$ cat src/pkg/ascan_pkg.sv
// Purpose: Shared constants and types for the scan input select block.
// Assumes: 32-bit APB register bus, one aligned word per register.
// Notes: Offsets are byte addresses.
package ascan_pkg;
  localparam int          ASCAN_DATA_W        = 32;
  localparam int          ASCAN_ADDR_W        = 12;
  localparam int          ASCAN_MASK_W        = 16;
  localparam int          ASCAN_EXT_INPUTS    = 13;
  localparam int          ASCAN_SRC_W         = 4;
  localparam logic [11:0] ASCAN_MASK_OFFSET   = 12'h000;
  localparam logic [11:0] ASCAN_CTRL_OFFSET   = 12'h004;
  localparam logic [11:0] ASCAN_STATUS_OFFSET = 12'h008;
  localparam logic [15:0] ASCAN_MASK_RESET    = 16'h0000;
  localparam logic [3:0]  ASCAN_SRC_CHARGE_TIME_MEASUREMENT_INPUT      = 4'hd;
  localparam logic [3:0]  ASCAN_SRC_INTERNAL_VOLTAGE_REFERENCE     = 4'he;
  localparam logic [3:0]  ASCAN_SRC_GROUND    = 4'hf;
  localparam int          ASCAN_CTRL_EN_BIT   = 0;
  localparam int          ASCAN_ST_VALID_BIT  = 8;

  // One scan slot presented to the converter.
  typedef struct packed {
    logic       valid;
    logic [3:0] source;
    logic       use_low_reference_voltage;
  } ascan_slot_type;
endpackage

$ cat src/rtl/ascan_select.sv
// Purpose: Scan input mask register on APB and the scan source sequencer.
// Assumes: Converter asks for each slot with step_req and takes slot_reg.
// Notes: Zero wait-state APB slave; unmapped addresses give pslverr.
//        Writes land at the access edge that completes with pready.
//
// Contract
// Upper sixteen bits of the mask register always read as zero.
// A set mask bit puts its source into the automatic scan.
// A clear mask bit is skipped by the automatic scan.
// Mask bits zero to twelve select external analog inputs of same index.
// Bit thirteen selects the charge time measurement input.
// Bit fourteen selects the internal voltage reference.
// Bit fifteen selects the ground level.
// A selected input absent on the part converts the low reference instead.
// Scan steps upward through selected bits, wrapping highest to lowest.
//
// The implementer's own choices: the APB register port and the address map.
module ascan_select
  import ascan_pkg::*;
#(
  parameter int NUM_INPUTS = ASCAN_EXT_INPUTS
) (
  input  wire logic                    ref_clk,
  input  wire logic                    sys_rst,
  input  wire logic                    psel,
  input  wire logic                    penable,
  input  wire logic                    pwrite,
  input  wire logic [ASCAN_ADDR_W-1:0] paddr,
  input  wire logic [ASCAN_DATA_W-1:0] pwdata,
  input  wire logic [3:0]              pstrb,
  output logic                         pready,
  output logic      [ASCAN_DATA_W-1:0] prdata,
  output logic                         pslverr,
  input  wire logic                    step_req,
  output ascan_slot_type               slot_reg,
  output logic                         charge_time_measurement_input,
  output logic                         internal_voltage_reference,
  output logic                         low_reference_voltage
);
  // Refuse an input count that the mask cannot describe.
  if (NUM_INPUTS < 1 || NUM_INPUTS > ASCAN_EXT_INPUTS) begin : g_bad_inputs
    $error("NUM_INPUTS out of range");
  end

  logic [ASCAN_MASK_W-1:0] scan_select_bits_reg;
  logic [ASCAN_MASK_W-1:0] scan_select_bits_next;
  logic                    scan_en_reg;
  logic                    scan_en_next;
  ascan_slot_type          slot_next;
  logic                    pready_reg;
  logic [ASCAN_DATA_W-1:0] prdata_reg;
  logic [ASCAN_DATA_W-1:0] prdata_next;
  logic                    pslverr_reg;
  logic [ASCAN_SRC_W-1:0]  pick_src;
  logic                    pick_found;

  // Bus decode; a write lands at the edge that ends its access phase.
  wire setup_ph  = psel && !penable && !pready_reg;
  wire acc_done  = psel && penable && pready_reg;
  wire hit_mask  = paddr == ASCAN_MASK_OFFSET;
  wire hit_ctrl  = paddr == ASCAN_CTRL_OFFSET;
  wire hit_stat  = paddr == ASCAN_STATUS_OFFSET;
  wire hit_any   = hit_mask || hit_ctrl || hit_stat;
  wire wr_mask   = acc_done && pwrite && hit_mask;
  wire wr_ctrl   = acc_done && pwrite && hit_ctrl;
  wire [ASCAN_DATA_W-1:0] stat_word = {23'h0, slot_reg.valid, 3'h0, slot_reg.source,
                                       slot_reg.use_low_reference_voltage};

  // Byte lane merge for the mask; upper lanes have no storage.
  assign scan_select_bits_next = {pstrb[1] ? pwdata[15:8] : scan_select_bits_reg[15:8],
                                  pstrb[0] ? pwdata[7:0] : scan_select_bits_reg[7:0]};
  assign scan_en_next = pstrb[0] ? pwdata[ASCAN_CTRL_EN_BIT] : scan_en_reg;

  // Read data; mask word is zero extended.
  assign prdata_next = hit_mask ? {16'h0000, scan_select_bits_reg} :
                       hit_ctrl ? {31'h0, scan_en_reg} :
                       hit_stat ? stat_word : 32'h0000_0000;

  ascan_next_pick #(
    .MASK_W (ASCAN_MASK_W)
  ) u_pick (
    .mask     (scan_select_bits_reg),
    .current  (slot_reg.source),
    .next_src (pick_src),
    .found    (pick_found)
  );

  // Next slot: chosen only among set bits, cleared bits never appear.
  always_comb begin
    slot_next = slot_reg;
    if (!scan_en_reg) begin
      slot_next       = '0;
      slot_next.source = ASCAN_SRC_GROUND; // First step wraps to the lowest bit.
    end else if (step_req) begin
      slot_next.valid     = pick_found;
      slot_next.source    = pick_src;
      // Channel without a pin converts the low reference.
      slot_next.use_low_reference_voltage = pick_found && (pick_src < ASCAN_SRC_CHARGE_TIME_MEASUREMENT_INPUT) &&
                            (32'(pick_src) >= NUM_INPUTS);
    end
  end

  // Registers.
  always_ff @(posedge ref_clk) begin
    if (sys_rst) begin
      scan_select_bits_reg <= ASCAN_MASK_RESET;
      scan_en_reg          <= 1'b0;
      slot_reg             <= '0;
      pready_reg           <= 1'b0;
      prdata_reg           <= '0;
      pslverr_reg          <= 1'b0;
    end else begin
      if (wr_mask) scan_select_bits_reg <= scan_select_bits_next;
      if (wr_ctrl) scan_en_reg <= scan_en_next;
      slot_reg    <= slot_next;
      pready_reg  <= setup_ph;
      prdata_reg  <= (setup_ph && !pwrite) ? prdata_next : '0;
      pslverr_reg <= setup_ph && !hit_any;
    end
  end

  // Internal source selects follow the current slot.
  always_ff @(posedge ref_clk) begin
    if (sys_rst) begin
      charge_time_measurement_input <= 1'b0;
      internal_voltage_reference    <= 1'b0;
      low_reference_voltage         <= 1'b0;
    end else begin
      charge_time_measurement_input <= slot_next.valid &&
                                       slot_next.source == ASCAN_SRC_CHARGE_TIME_MEASUREMENT_INPUT;
      internal_voltage_reference    <= slot_next.valid && slot_next.source == ASCAN_SRC_INTERNAL_VOLTAGE_REFERENCE;
      low_reference_voltage         <= slot_next.valid && (slot_next.use_low_reference_voltage ||
                                       slot_next.source == ASCAN_SRC_GROUND);
    end
  end

  assign pready  = pready_reg;
  assign prdata  = prdata_reg;
  assign pslverr = pslverr_reg;

  // Mask reads never show bits above the implemented sixteen.
  upper_zero_a: assert property (@(posedge ref_clk) disable iff (sys_rst)
    pready && hit_mask && !pwrite |-> prdata[31:16] == 16'h0000)
    else $error("mask upper bits not zero");

  // A step taken on a steady mask only ever lands on a selected source.
  slot_selected_a: assert property (@(posedge ref_clk) disable iff (sys_rst)
    scan_en_reg && step_req && !wr_mask |=>
    !slot_reg.valid || scan_select_bits_reg[slot_reg.source])
    else $error("slot source not selected");

  // An empty mask gives no slot at all.
  skip_clear_a: assert property (@(posedge ref_clk) disable iff (sys_rst)
    scan_en_reg && step_req && scan_select_bits_reg == '0 |=> !slot_reg.valid)
    else $error("empty mask gave a slot");

  // Only inputs missing on the part fall back to the low reference.
  ext_map_a: assert property (@(posedge ref_clk) disable iff (sys_rst)
    slot_reg.valid && slot_reg.use_low_reference_voltage |-> 32'(slot_reg.source) >= NUM_INPUTS)
    else $error("present input mapped to low reference");

  // Inputs present on the part convert themselves, not the low reference.
  present_in_a: assert property (@(posedge ref_clk) disable iff (sys_rst)
    slot_reg.valid && 32'(slot_reg.source) < NUM_INPUTS |-> !slot_reg.use_low_reference_voltage &&
    !low_reference_voltage)
    else $error("present input sent to low reference");

  // The charge time select follows its own slot only.
  charge_time_measurement_input_sel_a: assert property (@(posedge ref_clk) disable iff (sys_rst)
    charge_time_measurement_input |-> slot_reg.source == ASCAN_SRC_CHARGE_TIME_MEASUREMENT_INPUT)
    else $error("charge time select wrong");

  // The voltage reference select follows its own slot only.
  internal_voltage_reference_sel_a: assert property (@(posedge ref_clk) disable iff (sys_rst)
    internal_voltage_reference |-> slot_reg.valid && slot_reg.source == ASCAN_SRC_INTERNAL_VOLTAGE_REFERENCE)
    else $error("reference select wrong");

  // The ground slot puts the converter on the low level.
  ground_sel_a: assert property (@(posedge ref_clk) disable iff (sys_rst)
    slot_reg.valid && slot_reg.source == ASCAN_SRC_GROUND |-> low_reference_voltage)
    else $error("ground slot without low level");

  // With only the lowest and highest bits set, the highest wraps to the lowest.
  wrap_order_a: assert property (@(posedge ref_clk) disable iff (sys_rst)
    scan_en_reg && step_req && !wr_mask && scan_select_bits_reg == 16'h8001 &&
    slot_reg.valid && slot_reg.source == ASCAN_SRC_GROUND |=> slot_reg.source == 4'h0)
    else $error("scan did not wrap to lowest");

  // A missing input is converted at the low reference.
  missing_in_a: assert property (@(posedge ref_clk) disable iff (sys_rst)
    slot_reg.use_low_reference_voltage |-> low_reference_voltage)
    else $error("missing input not at low reference");

  // The internal source selects never overlap.
  one_select_a: assert property (@(posedge ref_clk) disable iff (sys_rst)
    $onehot0({charge_time_measurement_input, internal_voltage_reference,
              low_reference_voltage}))
    else $error("two source selects at once");

  // An idle slot drives none of the source selects.
  idle_quiet_a: assert property (@(posedge ref_clk) disable iff (sys_rst)
    !slot_reg.valid |-> !charge_time_measurement_input && !internal_voltage_reference &&
    !low_reference_voltage)
    else $error("select up without a slot");

  // Ready stands for exactly one cycle per transfer.
  ready_pulse_a: assert property (@(posedge ref_clk) disable iff (sys_rst)
    pready |=> !pready)
    else $error("ready held too long");

  // Read data stays zero outside the cycle that answers a read.
  rdata_idle_a: assert property (@(posedge ref_clk) disable iff (sys_rst)
    !pready |-> prdata == '0)
    else $error("read data outside answer");

  // An error is only reported together with ready.
  err_ready_a: assert property (@(posedge ref_clk) disable iff (sys_rst)
    pslverr |-> pready)
    else $error("error without ready");

  // A refused transfer leaves the mask and enable registers as they were.
  err_nowrite_a: assert property (@(posedge ref_clk) disable iff (sys_rst)
    pslverr |=> $stable(scan_select_bits_reg) && $stable(scan_en_reg))
    else $error("refused write changed a register");

  // Scenarios worth seeing: writes, the charge time input, missing inputs, errors, wraps.
  cov_write_c: cover property (@(posedge ref_clk) wr_mask);
  cov_charge_time_measurement_input_c: cover property (@(posedge ref_clk) charge_time_measurement_input);
  cov_low_reference_voltage_c: cover property (@(posedge ref_clk) slot_reg.use_low_reference_voltage);
  cov_err_c: cover property (@(posedge ref_clk) pslverr);
  cov_wrap_c: cover property (@(posedge ref_clk) scan_en_reg && step_req && pick_found &&
    pick_src < slot_reg.source);
endmodule

$ cat src/rtl/ascan_next_pick.sv
// Purpose: Picks the next selected source above the current one, wrapping.
// Assumes: Combinational search, one clock domain around it.
// Notes: Result is registered in the parent.
module ascan_next_pick
  import ascan_pkg::*;
#(
  parameter int MASK_W = ASCAN_MASK_W
) (
  input  wire logic [MASK_W-1:0]      mask,
  input  wire logic [ASCAN_SRC_W-1:0] current,
  output logic      [ASCAN_SRC_W-1:0] next_src,
  output logic                        found
);
  // The wrapping search needs one mask bit for every source code.
  if (MASK_W != (1 << ASCAN_SRC_W)) begin : g_bad_width
    $error("MASK_W must match the source code range");
  end

  // Search from current+1 upward, wrapping back through zero.
  always_comb begin
    logic [ASCAN_SRC_W-1:0] idx;
    idx      = '0;
    next_src = current;
    found    = 1'b0;
    for (int k = 1; k <= MASK_W; k++) begin
      idx = current + ASCAN_SRC_W'(k);
      if (!found && mask[idx]) begin
        found    = 1'b1;
        next_src = idx;
      end
    end
  end
endmodule

$ cat config.mk
export PLATFORM = sky130hd
export DESIGN_NAME = ascan_select
export DESIGN_NICKNAME = d
export VERILOG_FILES = /design/src/pkg/ascan_pkg.sv /design/src/rtl/ascan_select.sv /design/src/rtl/ascan_next_pick.sv
export SDC_FILE = /design/constraint.sdc
export NUM_CORES = 1
export LEC_CHECK = 0
export BUFFER_PORTS_ARGS = -buffer_cell sky130_fd_sc_hd__buf_2
export CORE_ASPECT_RATIO = 0.7
export CORE_MARGIN = 1.5
export CORE_UTILIZATION = 35
export CTS_CLUSTER_SIZE = 14
export DETAILED_ROUTE_END_ITERATION = 10
export GPL_ROUTABILITY_DRIVEN = 0
export GPL_TIMING_DRIVEN = 0
export PLACE_DENSITY = 0.63
export SYNTH_ARGS = -nofsm -noshare
export SYNTH_HDL_FRONTEND = slang
export SYNTH_SLANG_ARGS = --single-unit
$ cat constraint.sdc
create_clock -name ref_clk -period 10.92 [get_ports ref_clk]
set_clock_uncertainty 0.1 [all_clocks]
set_input_delay 1.092 -clock ref_clk [delete_from_list [all_inputs] [get_ports ref_clk]]
set_output_delay 1.092 -clock ref_clk [all_outputs]
set_load 0.1 [all_outputs]
==> run_summary.xml <==
<?xml version="1.0" encoding="UTF-8"?>
<metrics>
  <group name="cells_and_area">
    <metric name="drive_above_1_share" unit="">0.282</metric>
    <metric name="finalNetCount" unit="">614</metric>
    <metric name="mostFrequentLayoutCell" unit="">buf_2</metric>
    <metric name="final_core_util" unit="">0.421</metric>
    <metric name="most-common-layout-cells" unit="">buf_2 (65), nor2_1 (52), mux2i_1 (45)</metric>
    <metric name="final.fill_count" unit="">1186</metric>
    <metric name="layout-area-overhead-vs-synth" unit="%">17.4</metric>
    <metric name="antenna_cells" unit="">0</metric>
    <metric name="post-route-cell-area" unit="um2">4920</metric>
  </group>
  <group name="setup_path">
    <metric name="worst_ep_arrival_time" unit="ns">6.03</metric>
    <metric name="worst_setup_path_startpoint" unit="">slot_reg[2]$_SDFF_PP0_</metric>
    <metric name="crit_path_class" unit="">flop to flop</metric>
    <metric name="reg2reg_setup_slack" unit="ns">5.00</metric>
    <metric name="critical_path.reg2reg.startpoint" unit="">slot_reg[2]$_SDFF_PP0_</metric>
    <metric name="cells_on_worst_reg2reg_path" unit="">17</metric>
    <metric name="timing.rr.end" unit="">internal_voltage_reference$_SDFF_PP0_</metric>
    <metric name="cp-start-kind" unit="">flop</metric>
    <metric name="cp_data_required_time" unit="ns">11.02</metric>
    <metric name="critical_path_peak_fanout" unit="">10</metric>
    <metric name="worst_setup_endpoint" unit="">internal_voltage_reference$_SDFF_PP0_</metric>
    <metric name="endpoint_kind" unit="">flop</metric>
  </group>
  <group name="placement">
    <metric name="placed_area" unit="um2">4750</metric>
    <metric name="port-buffer-count" unit="">61</metric>
    <metric name="post-dp-hpwl" unit="um">10600</metric>
  </group>
  <group name="sta">
    <metric name="worst-slew-pin-transition" unit="ns">0.993</metric>
    <metric name="setup_viol" unit="">0</metric>
    <metric name="timing.setup.tns" unit="ns">0</metric>
    <metric name="highest_clock_frequency_the_design_can_meet" unit="MHz">169</metric>
    <metric name="timing_max_transition_violations_final" unit="">0</metric>
    <metric name="slew_margin_rel" unit="">0.333</metric>
    <metric name="hold_viol_final" unit="">0</metric>
    <metric name="grt_setup_unrepaired" unit="">false</metric>
    <metric name="holdWs" unit="ns">0.428</metric>
    <metric name="timing.final.crit_period" unit="ns">5.92</metric>
    <metric name="final_critical_path_share_of_the_clock_period" unit="">0.542</metric>
  </group>
  <group name="logic_synthesis">
    <metric name="synth_area" unit="um2">4190</metric>
    <metric name="synthCells" unit="">469</metric>
    <metric name="synth_edf_count" unit="">0</metric>
    <metric name="yosysWarningCount" unit="">0</metric>
    <metric name="synth.distinct_cells" unit="">76</metric>
    <metric name="post_synth_and_or_nand_nor_area_fraction" unit="">0.203</metric>
    <metric name="post_synth_xor_area_fraction" unit="">0.0313</metric>
    <metric name="synth_ff_type" unit="">dfxtp_1</metric>
    <metric name="async_reset_ff_frac" unit="">0</metric>
    <metric name="synthMuxAreaShare" unit="">0.283</metric>
    <metric name="synth.yosys.seq_area_share" unit="">0.210</metric>
    <metric name="synthAdderAreaFrac" unit="">0.0239</metric>
    <metric name="synthesized_area_fraction_occupied_by_ao_oa_aoi_and_oai_cells" unit="">0.176</metric>
    <metric name="syn_area_per_cell" unit="um2">8.94</metric>
    <metric name="synth_top_family_by_area" unit="">multiplexers</metric>
    <metric name="synth.ff_latch_count" unit="">44</metric>
  </group>
  <group name="detailed_routing">
    <metric name="routed-via-count" unit="">4156</metric>
    <metric name="drt_iter0_drc" unit="">458</metric>
    <metric name="drc" unit="">0</metric>
    <metric name="finalWirelength" unit="um">13400</metric>
    <metric name="detail_route.vias_per_cell" unit="">5.85</metric>
    <metric name="ant_nets" unit="">0</metric>
    <metric name="drtPass1Iterations" unit="">5</metric>
    <metric name="detail_route.wl_per_cell" unit="um">18.9</metric>
  </group>
  <group name="pwr">
    <metric name="share_seq_of_total_power" unit="">0.320</metric>
    <metric name="comb_power_share" unit="">0.342</metric>
    <metric name="power.switching" unit="W">0.000182</metric>
    <metric name="leak_pwr" unit="nW">2.03</metric>
    <metric name="power.share.switching" unit="">0.357</metric>
    <metric name="power.clock.fraction" unit="">0.338</metric>
    <metric name="cell_internal_pwr" unit="W">0.000328</metric>
    <metric name="max-vdd-ir-drop" unit="mV">0.0609</metric>
    <metric name="p_per_area" unit="nW/um2">104</metric>
  </group>
  <group name="clocking">
    <metric name="cts_setup_buffers" unit="">0</metric>
    <metric name="insertion_delay" unit="ns">0.29</metric>
    <metric name="htree_num_levels" unit="">2</metric>
    <metric name="total_of_hold_buffers_inserted_after_clock_tree_synthesis" unit="">0</metric>
    <metric name="cts.repair.resized" unit="">0</metric>
    <metric name="clockBufferDepth" unit="">2</metric>
    <metric name="cts_tree" unit="">yes</metric>
    <metric name="path_clk_slew" unit="ns">0.07</metric>
    <metric name="cts_num_sinks" unit="">44</metric>
    <metric name="cts_root_buf" unit="">clkbuf_16</metric>
    <metric name="cts_inserted_buffers" unit="">5</metric>
  </group>
  <group name="global_routing">
    <metric name="grt_busiest_layer" unit="">met1</metric>
    <metric name="grt_pass1_wl" unit="um">20800</metric>
    <metric name="grt_overflow" unit="">0</metric>
    <metric name="grt.total_usage" unit="">0.214</metric>
    <metric name="grt_start_max_net_pins" unit="">16</metric>
    <metric name="first_global_vias" unit="">3814</metric>
    <metric name="groute.layer.met3.usage" unit="">0.0778</metric>
    <metric name="gr-usage-met1" unit="">0.319</metric>
    <metric name="use_met2" unit="">0.287</metric>
    <metric name="antenna_violations_before_repair" unit="">0</metric>
  </group>
  <group name="min_path">
    <metric name="hp-start" unit="">slot_reg[0]$_SDFF_PP0_</metric>
    <metric name="hold_class" unit="">flop to flop</metric>
  </group>
  <group name="floorplan">
    <metric name="start_util" unit="">0.359</metric>
    <metric name="design.die.area" unit="um2">12700</metric>
    <metric name="cell_rows" unit="">33</metric>
    <metric name="boundaryPins" unit="">97</metric>
    <metric name="core-area" unit="um2">11700</metric>
    <metric name="die_y" unit="um">94.6</metric>
    <metric name="fp.dieW" unit="um">134</metric>
  </group>
  <group name="status">
    <metric name="outcome" unit="">finished clean</metric>
  </group>
  <group name="job">
    <metric name="cap_violations" unit="">0</metric>
  </group>
</metrics>
[Yosys cell counts (3+ instances only)]
cell,instances,area share
o22ai_1,5,0.0075
buf_6,4,0.011
and2_1,14,0.021
mux2i_4,3,0.016
a22oi_1,4,0.0072
mux4_2,18,0.097
nor4_1,3,0.0045
o211ai_1,3,0.0054
buf_4,16,0.029
a41oi_1,3,0.0063
mux2i_1,45,0.11
buf_2,4,0.0048
o21ai_0,21,0.025
a2bb2oi_1,3,0.0063
a22o_1,8,0.017
dfxtp_1,44,0.21
nand2b_1,5,0.0075
xor2_1,4,0.0084
mux2_2,16,0.043
nor2_1,52,0.047
xnor2_1,11,0.023
a21oi_1,20,0.024
o31ai_1,5,0.0090
a211oi_1,3,0.0054
inv_1,9,0.0081
nand2_1,28,0.025
nor3b_1,3,0.0054
ha_1,8,0.024
nand3_1,12,0.014
nor3_1,14,0.017
or3_1,5,0.0075
mux2_4,3,0.011
o221ai_1,3,0.0063
nand3b_1,4,0.0072
clkbuf_1,14,0.013
[through the flow]
step / cells / worst slack (ns) / power [W]
6_report: 710 / 5.00 / 0.000510
5_1_grt: 710 / 4.69 / 0.000532
4_1_cts: 710 / 5.16 / 0.000508
3_5_place_dp: 702 / 5.19 / 0.000336
3_3_place_gp: 702 / 5.23 / 0.000334
2_1_floorplan: 484 / 5.83 / 0.000299
[worst max-delay path, stage by stage, from the launching register on]
cell	delay [ns]
dfxtp_1	0.54
buf_2	0.27
buf_6	0.18
clkbuf_1	0.47
inv_1	0.39
ha_1	0.33
xnor2_1	0.60
mux4_2	0.64
mux2i_1	0.38
clkbuf_1	0.41
mux2i_1	0.14
nor3_1	0.13
nand3b_1	0.13
a41oi_1	0.12
nor3_1	0.26
o22ai_1	0.16
a32o_2	0.28
nor4b_2	0.28
[routing by layer]
layer | vias to the layer above | part of all wire | wire (um)
met2 | 283 | 0.37 | 5020
met1 | 1955 | 0.47 | 6320
met4 | 2 | 0.0075 | 100
met3 | 12 | 0.14 | 1880
met5 | - | 0.0050 | 67
li1 | 1904 | - | -
[cell families (layout without fill, tap and decap cells)]
group | Yosys count | after routing
AO/OA/AOI/OAI | 104 | 104
adder cells (fa/ha/maj) | 8 | 8
multiplexers | 87 | 87
buffers and inverters | 51 | 120
XOR/XNOR | 15 | 15
AND/OR/NAND/NOR | 159 | 159
other | 1 | 16
flip-flops | 44 | 44
[how the worst min path moves through the flow]
stage / end / cells after the start
floorplan: prdata[15]$_SDFF_PP0_ / 1
global placement: slot_reg[0]$_SDFF_PP0_ / 2
detailed placement: slot_reg[0]$_SDFF_PP0_ / 2
CTS: slot_reg[0]$_SDFF_PP0_ / 2
global route: prdata[8]$_SDFF_PP0_ / 1
finish: slot_reg[0]$_SDFF_PP0_ / 2
[power by group through the flow]
stage          sequential (W)  clock [W]  combinational [W]
3_5_place_dp         0.000167          0           0.000169
6_report             0.000163   0.000172           0.000174
2_1_floorplan        0.000174          0           0.000125
3_3_place_gp         0.000167          0           0.000167
5_1_grt              0.000163   0.000183           0.000186
4_1_cts              0.000163   0.000175           0.000170
[final cells by class]
| type | count | area, um2 | area share |
|---|---|---|---|
| buffer | 40 | 262 | 0.0531 |
| clock buffer | 5 | 125 | 0.0254 |
| clock inverter | 3 | 46.3 | 0.00940 |
| inverter | 11 | 41.3 | 0.00839 |
| multi-input combinational | 389 | 3070 | 0.623 |
| sequential | 44 | 881 | 0.179 |
| tap | 157 | 196 | 0.0399 |
| timing repair buffer | 61 | 305 | 0.0620 |
No activity file was read; power rests on OpenSTA's default activity.
